===== src/design/bfbt_cfg.svh =====
`ifndef BFBT_CFG_SVH
`define BFBT_CFG_SVH
// byte offsets on the wishbone slave
`define BFBT_OFF_CTRL      8'h00
`define BFBT_OFF_STATUS    8'h04
`define BFBT_OFF_OPTIME    8'h08
`define BFBT_OFF_SCNT      8'h0C
`define BFBT_OFF_TCNT      8'h10
`define BFBT_OFF_FORCE     8'h14
`define BFBT_OFF_PASSWORD  8'h18
`define BFBT_OFF_CLOCK     8'h1C
`define BFBT_OFF_DATE      8'h20
`define BFBT_OFF_REC_IDX   8'h24
`define BFBT_OFF_REC_DATE  8'h28
`define BFBT_OFF_REC_TIME  8'h2C
`define BFBT_OFF_REC_ELAPSED_DELAY_PERCENT  8'h30
`define BFBT_OFF_REC_CNT   8'h34
// control register fields
`define BFBT_CTRL_SEL_LSB  0
`define BFBT_CTRL_BLK_BIT  4
`define BFBT_RST_RELAY_SEL 2'h1
`define BFBT_RST_OPTIME    32'h0000_00C8
// status codes
`define BFBT_ST_IDLE       2'h0
`define BFBT_ST_BLOCKED    2'h1
`define BFBT_ST_STARTED    2'h2
`define BFBT_ST_TRIPPED    2'h3
// software key that unlocks settings
`define BFBT_PASSWORD_KEY  32'h0000_5A5A
// timing, clock is 10 MHz
// unsigned 32-bit terms, the five minute count overflows a signed int
`define BFBT_CLK_HZ        32'h0098_9680
`define BFBT_MS_CYCLES     (`BFBT_CLK_HZ / 32'h0000_03E8)
`define BFBT_FORCE_MIN     32'h0000_0005
`define BFBT_FORCE_CYCLES  (`BFBT_FORCE_MIN * 32'h0000_003C * `BFBT_CLK_HZ)
`define BFBT_REC_DEPTH     8
`define BFBT_REC_AW        3
`endif


===== src/design/bfbt_pkg.sv =====
package bfbt_pkg;
   typedef enum logic [1:0] {BFBT_IDLE, BFBT_TIMING, BFBT_TRIP}
      bfbt_state_e;
   typedef struct packed {
      logic [31:0] date;
      logic [31:0] tod_ms;
      logic [15:0] elapsed_delay_percent_pct;
   } bfbt_rec_s;
endpackage


===== src/design/bfbt_rec_if.sv =====
`timescale 1ns/1ps
interface bfbt_rec_if;
   import bfbt_pkg::*;
   logic            wr_en;
   logic [2:0]      wr_addr;
   bfbt_rec_s       wr_data;
   logic [2:0]      rd_addr;
   bfbt_rec_s       rd_data;
   modport writer (output wr_en, output wr_addr, output wr_data,
                   output rd_addr, input rd_data);
   modport mem    (input wr_en, input wr_addr, input wr_data,
                   input rd_addr, output rd_data);
endinterface


===== src/design/bfbt_breaker_failure_stage.sv =====
// Function
// - watch chosen primary trip control signal and time its assertion
// - if asserted past operate time, trip and drive backup relay
// - backup relay holds until the primary trip signal drops
// - act on combined relay control, any routed function starts timer
// - selection 1 watches relay one, 2 relay two; shared with monitoring
// - report status as blocked, started or tripped
// - count starts and trips separately; each clearable by write
// - shared force flag, cleared automatically after five minutes
// - started/tripped status writable only while force flag set
// - settings accept changes only after valid password
// - keep eight latest faults with date, ms time and delay
// - recorded delay is percent of operate time; 100 means operate time reached
`timescale 1ns/1ps
`include "bfbt_cfg.svh"
module bfbt_breaker_failure_stage
#(
   parameter logic [31:0] FORCE_CYCLES = `BFBT_FORCE_CYCLES, // force timeout
   parameter logic [31:0] MS_CYCLES    = `BFBT_MS_CYCLES     // 1 ms tick
)
(
   input  wire logic        clk_sys_i,          // 10 MHz clock
   input  wire logic        resetn_i,           // async reset, low
   input  wire logic        trip_relay_one_i,   // relay one control, async
   input  wire logic        trip_relay_two_i,   // relay two control, async
   input  wire logic        wb_cyc_i,           // wishbone cycle
   input  wire logic        wb_stb_i,           // wishbone strobe
   input  wire logic        wb_we_i,            // wishbone write
   input  wire logic [7:0]  wb_adr_i,           // byte address
   input  wire logic [3:0]  wb_sel_i,           // byte enables
   input  wire logic [31:0] wb_dat_i,           // write data
   output logic [31:0]      wb_dat_o,           // read data
   output logic             wb_ack_o,           // acknowledge
   output logic             backup_trip_o,      // backup relay drive
   output logic             stage_start_o,      // start indication
   output logic [1:0]       relay_sel_o,        // shared relay selection
   output logic             force_o             // shared force flag
);
   import bfbt_pkg::*;

   logic              relay_one_s;
   logic              relay_two_s;
   logic              watched;
   logic              ack_ff;
   logic [31:0]       dat_ff;
   logic [1:0]        sel_ff;
   logic              blk_ff;
   logic [31:0]       optime_ff;
   logic              unlock_ff;
   logic              force_ff;
   logic [31:0]       force_cnt_ff;
   logic [31:0]       scnt_ff;
   logic [31:0]       tcnt_ff;
   bfbt_state_e       state_ff;
   logic [31:0]       elapsed_ff;
   logic [1:0]        fstat_ff;
   logic [31:0]       date_ff;
   logic [31:0]       tod_ff;
   logic [31:0]       ms_cnt_ff;
   logic [2:0]        wptr_ff;
   logic [3:0]        rcnt_ff;
   logic [2:0]        ridx_ff;
   logic              wb_req;
   logic              wr_stb;
   logic              expire;
   logic [1:0]        status;
   bfbt_rec_s         new_rec;

   bfbt_rec_if rec ();

   function automatic logic [31:0] wmask(input logic [31:0] old_v,
                                         input logic [31:0] new_v,
                                         input logic [3:0]  sel);
      logic [31:0] r;
      r = old_v;
      for (int i = 0; i < 4; i++)
      begin
         if (sel[i])
         begin
            r[i*8 +: 8] = new_v[i*8 +: 8];
         end
      end
      return r;
   endfunction

   // percent of operate time, clipped at 100
   function automatic logic [15:0] pct(input logic [31:0] el,
                                       input logic [31:0] op);
      logic [39:0] num;
      logic [39:0] q;
      num = {8'h00, el} * 40'd100;
      q   = (op == 32'h0000_0000) ? 40'd100 : num / {8'h00, op};
      return (q > 40'd100) ? 16'd100 : q[15:0];
   endfunction

   bfbt_sync u_sync_one
   (
      .clk_sys_i (clk_sys_i),
      .resetn_i  (resetn_i),
      .d_i       (trip_relay_one_i),
      .q_o       (relay_one_s)
   );

   bfbt_sync u_sync_two
   (
      .clk_sys_i (clk_sys_i),
      .resetn_i  (resetn_i),
      .d_i       (trip_relay_two_i),
      .q_o       (relay_two_s)
   );

   bfbt_rec_mem u_rec
   (
      .clk_sys_i (clk_sys_i),
      .rec       (rec.mem)
   );

   // combined control of chosen relay, whatever function drives it
   assign watched = (sel_ff == 2'h2) ? relay_two_s : relay_one_s;
   assign wb_req  = wb_cyc_i & wb_stb_i & ~ack_ff;
   assign wr_stb  = wb_req & wb_we_i;
   assign expire  = (state_ff == BFBT_TIMING) && (elapsed_ff >= optime_ff);

   // failure timer
   always_ff @(posedge clk_sys_i or negedge resetn_i)
   begin
      if (!resetn_i)
      begin
         state_ff   <= BFBT_IDLE;
         elapsed_ff <= 32'h0000_0000;
      end
      else
      begin
         case (state_ff)
            BFBT_IDLE:
            begin
               elapsed_ff <= 32'h0000_0000;
               if (watched && !blk_ff)
               begin
                  state_ff <= BFBT_TIMING;
               end
            end
            BFBT_TIMING:
            begin
               if (!watched || blk_ff)
               begin
                  state_ff <= BFBT_IDLE;
               end
               else if (expire)
               begin
                  state_ff <= BFBT_TRIP;
               end
               else
               begin
                  elapsed_ff <= elapsed_ff + 32'h0000_0001;
               end
            end
            BFBT_TRIP:
            begin
               if (!watched)
               begin
                  state_ff <= BFBT_IDLE;
               end
            end
            default:
            begin
               state_ff <= BFBT_IDLE;
            end
         endcase
      end
   end

   // backup must be wired to a separate contact by the board
   assign backup_trip_o = (state_ff == BFBT_TRIP) ||
                          (fstat_ff == `BFBT_ST_TRIPPED);
   assign stage_start_o = (state_ff != BFBT_IDLE) ||
                          (fstat_ff == `BFBT_ST_STARTED);
   assign relay_sel_o   = sel_ff;
   assign force_o       = force_ff;

   always_comb
   begin
      if (fstat_ff != `BFBT_ST_IDLE)
      begin
         status = fstat_ff;
      end
      else if (state_ff == BFBT_TRIP)
      begin
         status = `BFBT_ST_TRIPPED;
      end
      else if (state_ff == BFBT_TIMING)
      begin
         status = `BFBT_ST_STARTED;
      end
      else if (blk_ff)
      begin
         status = `BFBT_ST_BLOCKED;
      end
      else
      begin
         status = `BFBT_ST_IDLE;
      end
   end

   // settings, guarded by password
   always_ff @(posedge clk_sys_i or negedge resetn_i)
   begin
      if (!resetn_i)
      begin
         unlock_ff <= 1'b0;
         sel_ff    <= `BFBT_RST_RELAY_SEL;
         blk_ff    <= 1'b0;
         optime_ff <= `BFBT_RST_OPTIME;
      end
      else if (wr_stb)
      begin
         if (wb_adr_i == `BFBT_OFF_PASSWORD)
         begin
            unlock_ff <= (wb_dat_i == `BFBT_PASSWORD_KEY);
         end
         else if (wb_adr_i == `BFBT_OFF_CTRL && unlock_ff && wb_sel_i[0])
         begin
            // only 1 and 2 are legal selections
            if (wb_dat_i[1:0] == 2'h1 || wb_dat_i[1:0] == 2'h2)
            begin
               sel_ff <= wb_dat_i[1:0];
            end
            blk_ff <= wb_dat_i[`BFBT_CTRL_BLK_BIT];
         end
         else if (wb_adr_i == `BFBT_OFF_OPTIME && unlock_ff)
         begin
            optime_ff <= wmask(optime_ff, wb_dat_i, wb_sel_i);
         end
      end
   end

   // force flag with timeout; a write restarts the timeout
   always_ff @(posedge clk_sys_i or negedge resetn_i)
   begin
      if (!resetn_i)
      begin
         force_ff     <= 1'b0;
         force_cnt_ff <= 32'h0000_0000;
      end
      else if (wr_stb && wb_adr_i == `BFBT_OFF_FORCE && unlock_ff)
      begin
         force_ff     <= wb_dat_i[0];
         force_cnt_ff <= 32'h0000_0000;
      end
      else if (force_ff)
      begin
         if (force_cnt_ff >= FORCE_CYCLES - 32'h0000_0001)
         begin
            force_ff <= 1'b0;
         end
         force_cnt_ff <= force_cnt_ff + 32'h0000_0001;
      end
   end

   // forced status; refused unless force flag set
   always_ff @(posedge clk_sys_i or negedge resetn_i)
   begin
      if (!resetn_i)
      begin
         fstat_ff <= `BFBT_ST_IDLE;
      end
      else if (!force_ff)
      begin
         fstat_ff <= `BFBT_ST_IDLE;
      end
      else if (wr_stb && wb_adr_i == `BFBT_OFF_STATUS && wb_sel_i[0])
      begin
         if (wb_dat_i[1:0] == `BFBT_ST_STARTED ||
             wb_dat_i[1:0] == `BFBT_ST_TRIPPED ||
             wb_dat_i[1:0] == `BFBT_ST_IDLE)
         begin
            fstat_ff <= wb_dat_i[1:0];
         end
      end
   end

   // counters; a count event with a same-cycle clear leaves the count at 1
   always_ff @(posedge clk_sys_i or negedge resetn_i)
   begin
      if (!resetn_i)
      begin
         scnt_ff <= 32'h0000_0000;
         tcnt_ff <= 32'h0000_0000;
      end
      else
      begin
         if (state_ff == BFBT_IDLE && watched && !blk_ff)
         begin
            scnt_ff <= (wr_stb && wb_adr_i == `BFBT_OFF_SCNT) ?
                       32'h0000_0001 : scnt_ff + 32'h0000_0001;
         end
         else if (wr_stb && wb_adr_i == `BFBT_OFF_SCNT)
         begin
            scnt_ff <= 32'h0000_0000;
         end
         if (expire && watched && !blk_ff)
         begin
            tcnt_ff <= (wr_stb && wb_adr_i == `BFBT_OFF_TCNT) ?
                       32'h0000_0001 : tcnt_ff + 32'h0000_0001;
         end
         else if (wr_stb && wb_adr_i == `BFBT_OFF_TCNT)
         begin
            tcnt_ff <= 32'h0000_0000;
         end
      end
   end

   // time of day in ms and date, set by software, tod runs on
   always_ff @(posedge clk_sys_i or negedge resetn_i)
   begin
      if (!resetn_i)
      begin
         ms_cnt_ff <= 32'h0000_0000;
         tod_ff    <= 32'h0000_0000;
         date_ff   <= 32'h0000_0000;
      end
      else if (wr_stb && wb_adr_i == `BFBT_OFF_CLOCK)
      begin
         tod_ff    <= wb_dat_i;
         ms_cnt_ff <= 32'h0000_0000;
      end
      else
      begin
         if (wr_stb && wb_adr_i == `BFBT_OFF_DATE)
         begin
            date_ff <= wb_dat_i;
         end
         if (ms_cnt_ff >= MS_CYCLES - 32'h0000_0001)
         begin
            ms_cnt_ff <= 32'h0000_0000;
            tod_ff    <= tod_ff + 32'h0000_0001;
         end
         else
         begin
            ms_cnt_ff <= ms_cnt_ff + 32'h0000_0001;
         end
      end
   end

   // fault record on trip, or on early drop or block of a started fault
   assign new_rec = {date_ff,
                     tod_ff,
                     expire ? 16'h0064 :
                     pct(elapsed_ff, optime_ff)};
   assign rec.wr_en   = (state_ff == BFBT_TIMING) &&
                        (expire || !watched || blk_ff);
   assign rec.wr_addr = wptr_ff;
   assign rec.wr_data = new_rec;
   assign rec.rd_addr = wptr_ff - 3'h1 - ridx_ff; // 0 is newest

   always_ff @(posedge clk_sys_i or negedge resetn_i)
   begin
      if (!resetn_i)
      begin
         wptr_ff <= 3'h0;
         rcnt_ff <= 4'h0;
      end
      else if (rec.wr_en)
      begin
         wptr_ff <= wptr_ff + 3'h1;
         if (rcnt_ff != 4'h8)
         begin
            rcnt_ff <= rcnt_ff + 4'h1;
         end
      end
   end

   always_ff @(posedge clk_sys_i or negedge resetn_i)
   begin
      if (!resetn_i)
      begin
         ridx_ff <= 3'h0;
      end
      else if (wr_stb && wb_adr_i == `BFBT_OFF_REC_IDX)
      begin
         ridx_ff <= wb_dat_i[2:0];
      end
   end

   // read data; ack one cycle after request, memory read lands in time
   always_ff @(posedge clk_sys_i or negedge resetn_i)
   begin
      if (!resetn_i)
      begin
         ack_ff <= 1'b0;
         dat_ff <= 32'h0000_0000;
      end
      else
      begin
         ack_ff <= wb_req;
         if (wb_req && !wb_we_i)
         begin
            if (wb_adr_i == `BFBT_OFF_CTRL)
            begin
               dat_ff <= {27'h0, blk_ff, 2'h0, sel_ff};
            end
            else if (wb_adr_i == `BFBT_OFF_STATUS)
            begin
               dat_ff <= {30'h0, status};
            end
            else if (wb_adr_i == `BFBT_OFF_OPTIME)
            begin
               dat_ff <= optime_ff;
            end
            else if (wb_adr_i == `BFBT_OFF_SCNT)
            begin
               dat_ff <= scnt_ff;
            end
            else if (wb_adr_i == `BFBT_OFF_TCNT)
            begin
               dat_ff <= tcnt_ff;
            end
            else if (wb_adr_i == `BFBT_OFF_FORCE)
            begin
               dat_ff <= {30'h0, unlock_ff, force_ff};
            end
            else if (wb_adr_i == `BFBT_OFF_CLOCK)
            begin
               dat_ff <= tod_ff;
            end
            else if (wb_adr_i == `BFBT_OFF_DATE)
            begin
               dat_ff <= date_ff;
            end
            else if (wb_adr_i == `BFBT_OFF_REC_IDX)
            begin
               dat_ff <= {29'h0, ridx_ff};
            end
            else if (wb_adr_i == `BFBT_OFF_REC_DATE)
            begin
               dat_ff <= rec.rd_data.date;
            end
            else if (wb_adr_i == `BFBT_OFF_REC_TIME)
            begin
               dat_ff <= rec.rd_data.tod_ms;
            end
            else if (wb_adr_i == `BFBT_OFF_REC_ELAPSED_DELAY_PERCENT)
            begin
               dat_ff <= {16'h0, rec.rd_data.elapsed_delay_percent_pct};
            end
            else if (wb_adr_i == `BFBT_OFF_REC_CNT)
            begin
               dat_ff <= {28'h0, rcnt_ff};
            end
            else
            begin
               dat_ff <= 32'h0000_0000; // unmapped reads zero
            end
         end
      end
   end

   assign wb_ack_o = ack_ff;
   assign wb_dat_o = dat_ff;
endmodule


===== src/design/bfbt_rec_mem.sv =====
`timescale 1ns/1ps
module bfbt_rec_mem
(
   input  wire logic  clk_sys_i,   // system clock
   bfbt_rec_if.mem    rec          // record port
);
   import bfbt_pkg::*;
   bfbt_rec_s mem_ff [0:7];
   bfbt_rec_s rd_ff;

   always_ff @(posedge clk_sys_i)
   begin
      if (rec.wr_en)
      begin
         mem_ff[rec.wr_addr] <= rec.wr_data;
      end
   end

   always_ff @(posedge clk_sys_i)
   begin
      rd_ff <= mem_ff[rec.rd_addr];
   end

   assign rec.rd_data = rd_ff;
endmodule


===== src/design/bfbt_sync.sv =====
`timescale 1ns/1ps
module bfbt_sync
(
   input  wire logic  clk_sys_i,   // system clock
   input  wire logic  resetn_i,    // async reset, low
   input  wire logic  d_i,         // async level in
   output logic       q_o          // synchronised level
);
   logic meta_ff;
   logic sync_ff;

   always_ff @(posedge clk_sys_i or negedge resetn_i)
   begin
      if (!resetn_i)
      begin
         meta_ff <= 1'b0;
         sync_ff <= 1'b0;
      end
      else
      begin
         meta_ff <= d_i;
         sync_ff <= meta_ff;
      end
   end

   assign q_o = sync_ff;
endmodule


===== config.mk =====
export PLATFORM = sky130hd
export DESIGN_NAME = bfbt_breaker_failure_stage
export DESIGN_NICKNAME = d
export VERILOG_FILES = /design/src/design/bfbt_pkg.sv /design/src/design/bfbt_rec_if.sv /design/src/design/bfbt_breaker_failure_stage.sv /design/src/design/bfbt_rec_mem.sv /design/src/design/bfbt_sync.sv
export VERILOG_INCLUDE_DIRS = /design/src /design/src/design
export SDC_FILE = /design/constraint.sdc
export NUM_CORES = 2
export LEC_CHECK = 0
export BUFFER_PORTS_ARGS = -buffer_cell sky130_fd_sc_hd__buf_2
export CAP_MARGIN = 20
export CORE_MARGIN = 2
export CORE_UTILIZATION = 55
export CTS_BUF_LIST = sky130_fd_sc_hd__clkbuf_4
export DETAILED_ROUTE_END_ITERATION = 7
export GPL_ROUTABILITY_DRIVEN = 0
export PLACE_DENSITY_LB_ADDON = 0.2
export SLEW_MARGIN = 20
export SYNTH_ARGS = -nofsm -noshare
export SYNTH_HDL_FRONTEND = slang
export SYNTH_SLANG_ARGS = --single-unit

===== constraint.sdc =====
create_clock -name clk_sys_i -period 214 [get_ports clk_sys_i]
set_clock_uncertainty 0.05 [all_clocks]
set_input_delay 10.7 -clock clk_sys_i [delete_from_list [all_inputs] [get_ports clk_sys_i]]
set_output_delay 10.7 -clock clk_sys_i [all_outputs]
set_load 0.02 [all_outputs]

==> summary.txt <==
Global route
  – Antenna violations before repair: 14
  – Largest net degree at the start of global routing: 78
  – Global-route wire length before repair: 511,000 um
  – Aggregate global routing overflow: 0
  – Global-route total usage across every layer: 33.9%
  – Via count of the first global-routing pass: 90.5k

STA
  – Final cycle utilization of the critical path: 78.7%
  – Final critical delay including setup and external delays: 168,390 ps
  – Slew Viols, Final: 0
  – Maximum frequency from static timing analysis: 0.00594 GHz
  – Total Negative Setup Slacks: 0 ps
  – Endpoints failing setup: 0
  – Measured slew at the worst slew-check pin: 1190 ps
  – Number of failing hold endpoints at the final stage: 0
  – Worst Hold Slack: 313 ps
  – Rel. slew slack: 19.9%
  – Setup repair after global routing missed its margin: false
  – Final setup slack of the worst path: 45,610 ps

Detailed routing
  – Vias/cell: 6.56
  – Violation count after the first detailed-route iteration: 9,456
  – Remaining number of nets flagged by the antenna check after routing: 0
  – Number of iterations in the first detailed-routing pass: 8
  – Routed via count: 94.7k
  – DRC violations left: 1
  – Final wirelength: 333,000 um
  – Per-cell routed wire length: 23.1 um

Logic synthesis
  – Top post-synthesis cells by count: sky130_fd_sc_hd__a21oi_1, sky130_fd_sc_hd__nor2_1, sky130_fd_sc_hd__ha_1, sky130_fd_sc_hd__edfxtp_1, sky130_fd_sc_hd__nand2_1
  – Yosys synthesis warning count: 0
  – Portion of netlist area occupied by mux cells: 6.86%
  – Compound-gate portion of the synthesized area: 22.7%
  – Synth Area in Simple Gates: 18.1%
  – Post-synth cell types: 182
  – Number of synthesized flops with an enable pin: 640
  – Netlist area before placement: 102,000 um^2
  – Combinational family with the most area after synthesis: compound AO/OA/AOI/OAI gates
  – Post-synthesis cell count: 11.5k
  – Cell types occupying the most area after synthesis: sky130_fd_sc_hd__edfxtp_1, sky130_fd_sc_hd__ha_1, sky130_fd_sc_hd__dfrtp_1, sky130_fd_sc_hd__a21oi_1, sky130_fd_sc_hd__xnor2_1
  – Proportion of synthesized flip-flops having asynchronous set or reset: 30.2%
  – Primary flip-flop cell chosen by synthesis mapping: sky130_fd_sc_hd__edfxtp_1
  – Post-Syn Area per Cell: 8.88 um^2
  – Fraction of post-synthesis cell area in the top cell type by area: 18.8%
  – Yosys reg bits: 1,032
  – XOR/XNOR share of the synthesized area: 8.65%
  – Arithmetic-cell share of the synthesized area counting full adders, half adders and majority gates: 12.0%
  – Library cell with the largest summed area after synthesis: sky130_fd_sc_hd__edfxtp_1
  – Most repeated cell in the gate-level netlist after synthesis: sky130_fd_sc_hd__a21oi_1
  – Proportion of synthesized chip area in sequential cells: 28.0%

Clock network
  – Cts hold-fix bufs: 0
  – Clock Sinks: 1,032
  – H-tree depth: 4
  – Post-CTS sizing: 0
  – Clock input transition at the sequential cells of the worst setup and hold paths: 60 ps
  – Source-to-sink clock delay at the later pin of the worst-skew pair: 1230 ps
  – TritonCTS clock tree: built
  – Post-CTS setup-driven buffer insertion count: 0
  – Clock root buffer: sky130_fd_sc_hd__clkbuf_4
  – Inserted Clock Buffers: 231
  – Number of buffers between clock root and the deepest sink: 3

Die
  – Core Footprint: 185,000 um^2
  – Number of rows created at floorplan: 158
  – Die Footprint: 190,000 um^2
  – Effective utilization at floorplan: 55.3%
  – Die height: 436 um
  – Horizontal die dimension: 436 um
  – I/O pins: 89

Finish
  – Filler cell count in the final layout: 16.2k
  – Share of layout cells above drive strength 1: 11.9%
  – Non-filler cells in the finished layout: 14.4k
  – Final core utilization: 58.8%
  – Total number of nets in the final design: 12.7k
  – Multi-input gate area in the final layout: 70,600 um^2
  – Sequential Area: 28,600 um^2
  – Area Overhead vs Synth: 6.41%

Pwr
  – Total power divided by cell area: 6.34 nW/um^2
  – Static leakage power: 48.4 nW
  – Largest voltage drop on the vdd net: 0.0112 mV

Worst setup path
  – Category of the worst setup path launch point: flop
  – Element type at the critical path end: flop
  – Largest fanout on the critical path: 64
  – Critical path's largest stage delay: 910 ps
  – Worst EP arrival: 169,080 ps
  – Slowest cell on crit path: sky130_fd_sc_hd__nor3_1
  – Required time of the critical path: 214,690 ps
  – Critical path class: flop to flop

Placement
  – Placed wire-length estimate after detailed placement: 245,000 um
  – DP Cell Count: 14.0k
  – Place WS: 49,550 ps
  – Count of input and output buffers: 88

Status
  – Result of the run: finished with violations
  – Violations in the final reports: design-rule violations

Min path
  – Worst hold path class: flop to flop

Job
  – Max-cap violations: 0
==> worst paths after layout <==
| check | start | slack, ps | depth (start not counted) | end |
|---|---|---|---|---|
| worst max-delay path | elapsed_ff[2]$_DFFE_PN0P_ | 45610 | 874 | u_rec.mem_ff[6][6]$_DFFE_PP_ |
| worst min-delay path | u_sync_one.meta_ff$_DFF_PN0_ | 310 | 0 | u_sync_one.q_o$_DFF_PN0_ |
| worst max register to register | elapsed_ff[2]$_DFFE_PN0P_ | 45610 | 887 | u_rec.mem_ff[6][6]$_DFFE_PP_ |
| worst min register to register | u_sync_one.meta_ff$_DFF_PN0_ | 310 | 0 | u_sync_one.q_o$_DFF_PN0_ |
| max in group asynchronous | resetn_i | 201520 | 4 | optime_ff[15]$_DFFE_PN0P_ |
| min in group asynchronous | resetn_i | 9490 | 1 | elapsed_ff[22]$_DFFE_PN0P_ |
==> metrics by stage <==
stage | cell area (um^2) | total power (W)
floorplan | 103000 | 0.000450
global placement | 106000 | 0.000523
detailed placement | 106000 | 0.000528
CTS | 109000 | 0.000687
global route | 109000 | 0.000721
finish | 109000 | 0.000691
==> critical path: cells and delay by family (launching register included) <==
family | cells | cell delay (ps)
buf+inv | 60 | 8530
simple gates | 230 | 39130
mux | 11 | 3670
fa+ha+maj | 41 | 13400
xor+xnor | 8 | 1680
flops | 1 | 660
compound gates | 524 | 97340
==> power breakdown <==
part	leakage [nW]	switching, W	total (W)	internal [W]
registers	10.2	0.0000213	0.000266	0.000245
clock network	1.88	0.0000786	0.000159	0.0000800
logic	36.4	0.000161	0.000266	0.000105
total	48.4	0.000261	0.000691	0.000430
==> final cells by class <==
cell class / instances / area share, %
Multi-Input combinational cell: 9750 / 64.8
Clock buffer: 357 / 2.46
Clock inverter: 83 / 0.458
Antenna cell: 15 / 0.0344
Timing Repair Buffer: 260 / 1.60
Sequential cell: 1032 / 26.3
Tap cell: 2480 / 2.85
Inverter: 449 / 1.55
==> cell families (layout without fill, tap and decap cells) <==
kind of cell	count (synthesis)	count (layout)
muxes	468	468
and+or+nand+nor	3676	3676
AOI/OAI and AO/OA	3558	3558
DFF	1032	1032
xor gates and xnor gates	993	993
buffers and inverters	834	1149
adders and majority gates	965	965
other	1	105
==> state kept, by name (all words and copies together) (netlist names), 2 cells and up <==
name,cells
u_rec.mem_ff,640
u_rec.rec.rd_data,80
date_ff,32
elapsed_ff,32
force_cnt_ff,32
ms_cnt_ff,32
optime_ff,32
scnt_ff,32
tcnt_ff,32
tod_ff,32
wb_dat_o,32
rcnt_ff,4
rec.wr_addr,3
ridx_ff,3
fstat_ff,2
relay_sel_o,2
state_ff,2
==> per-layer routing <==
metal,up-vias,GRT usage [%],part of all wire (%)
met2,4595,54.3,45
li1,43700,-,-
met5,-,0,0.024
met3,1139,6.21,9.4
met4,10,19.1,6.3
met1,45200,43.1,39
==> cells in the final DEF, fill, tap and decap left out, types with 117 or more instances in the layout <==
master,synthesis,final
sky130_fd_sc_hd__a21o_1,469,468
sky130_fd_sc_hd__o21ai_0,521,518
sky130_fd_sc_hd__o21a_1,201,199
sky130_fd_sc_hd__clkbuf_4,3,357
sky130_fd_sc_hd__xnor2_1,637,636
sky130_fd_sc_hd__mux4_2,160,160
sky130_fd_sc_hd__a21oi_1,1282,1281
sky130_fd_sc_hd__dfrtp_1,308,308
sky130_fd_sc_hd__nor2_1,1216,1201
sky130_fd_sc_hd__mux2_2,248,248
sky130_fd_sc_hd__and2_1,117,117
sky130_fd_sc_hd__nand2_1,640,638
sky130_fd_sc_hd__nand4_1,226,226
sky130_fd_sc_hd__nand3_1,263,260
sky130_fd_sc_hd__nor2b_1,125,124
sky130_fd_sc_hd__edfxtp_1,640,640
sky130_fd_sc_hd__nand2b_1,196,195
sky130_fd_sc_hd__o21bai_1,172,172
sky130_fd_sc_hd__nor3_1,250,236
sky130_fd_sc_hd__inv_1,442,424
sky130_fd_sc_hd__ha_1,932,931
sky130_fd_sc_hd__xor2_1,340,340
sky130_fd_sc_hd__buf_4,51,172
Note: power is estimated with default switching activity, not from simulation.
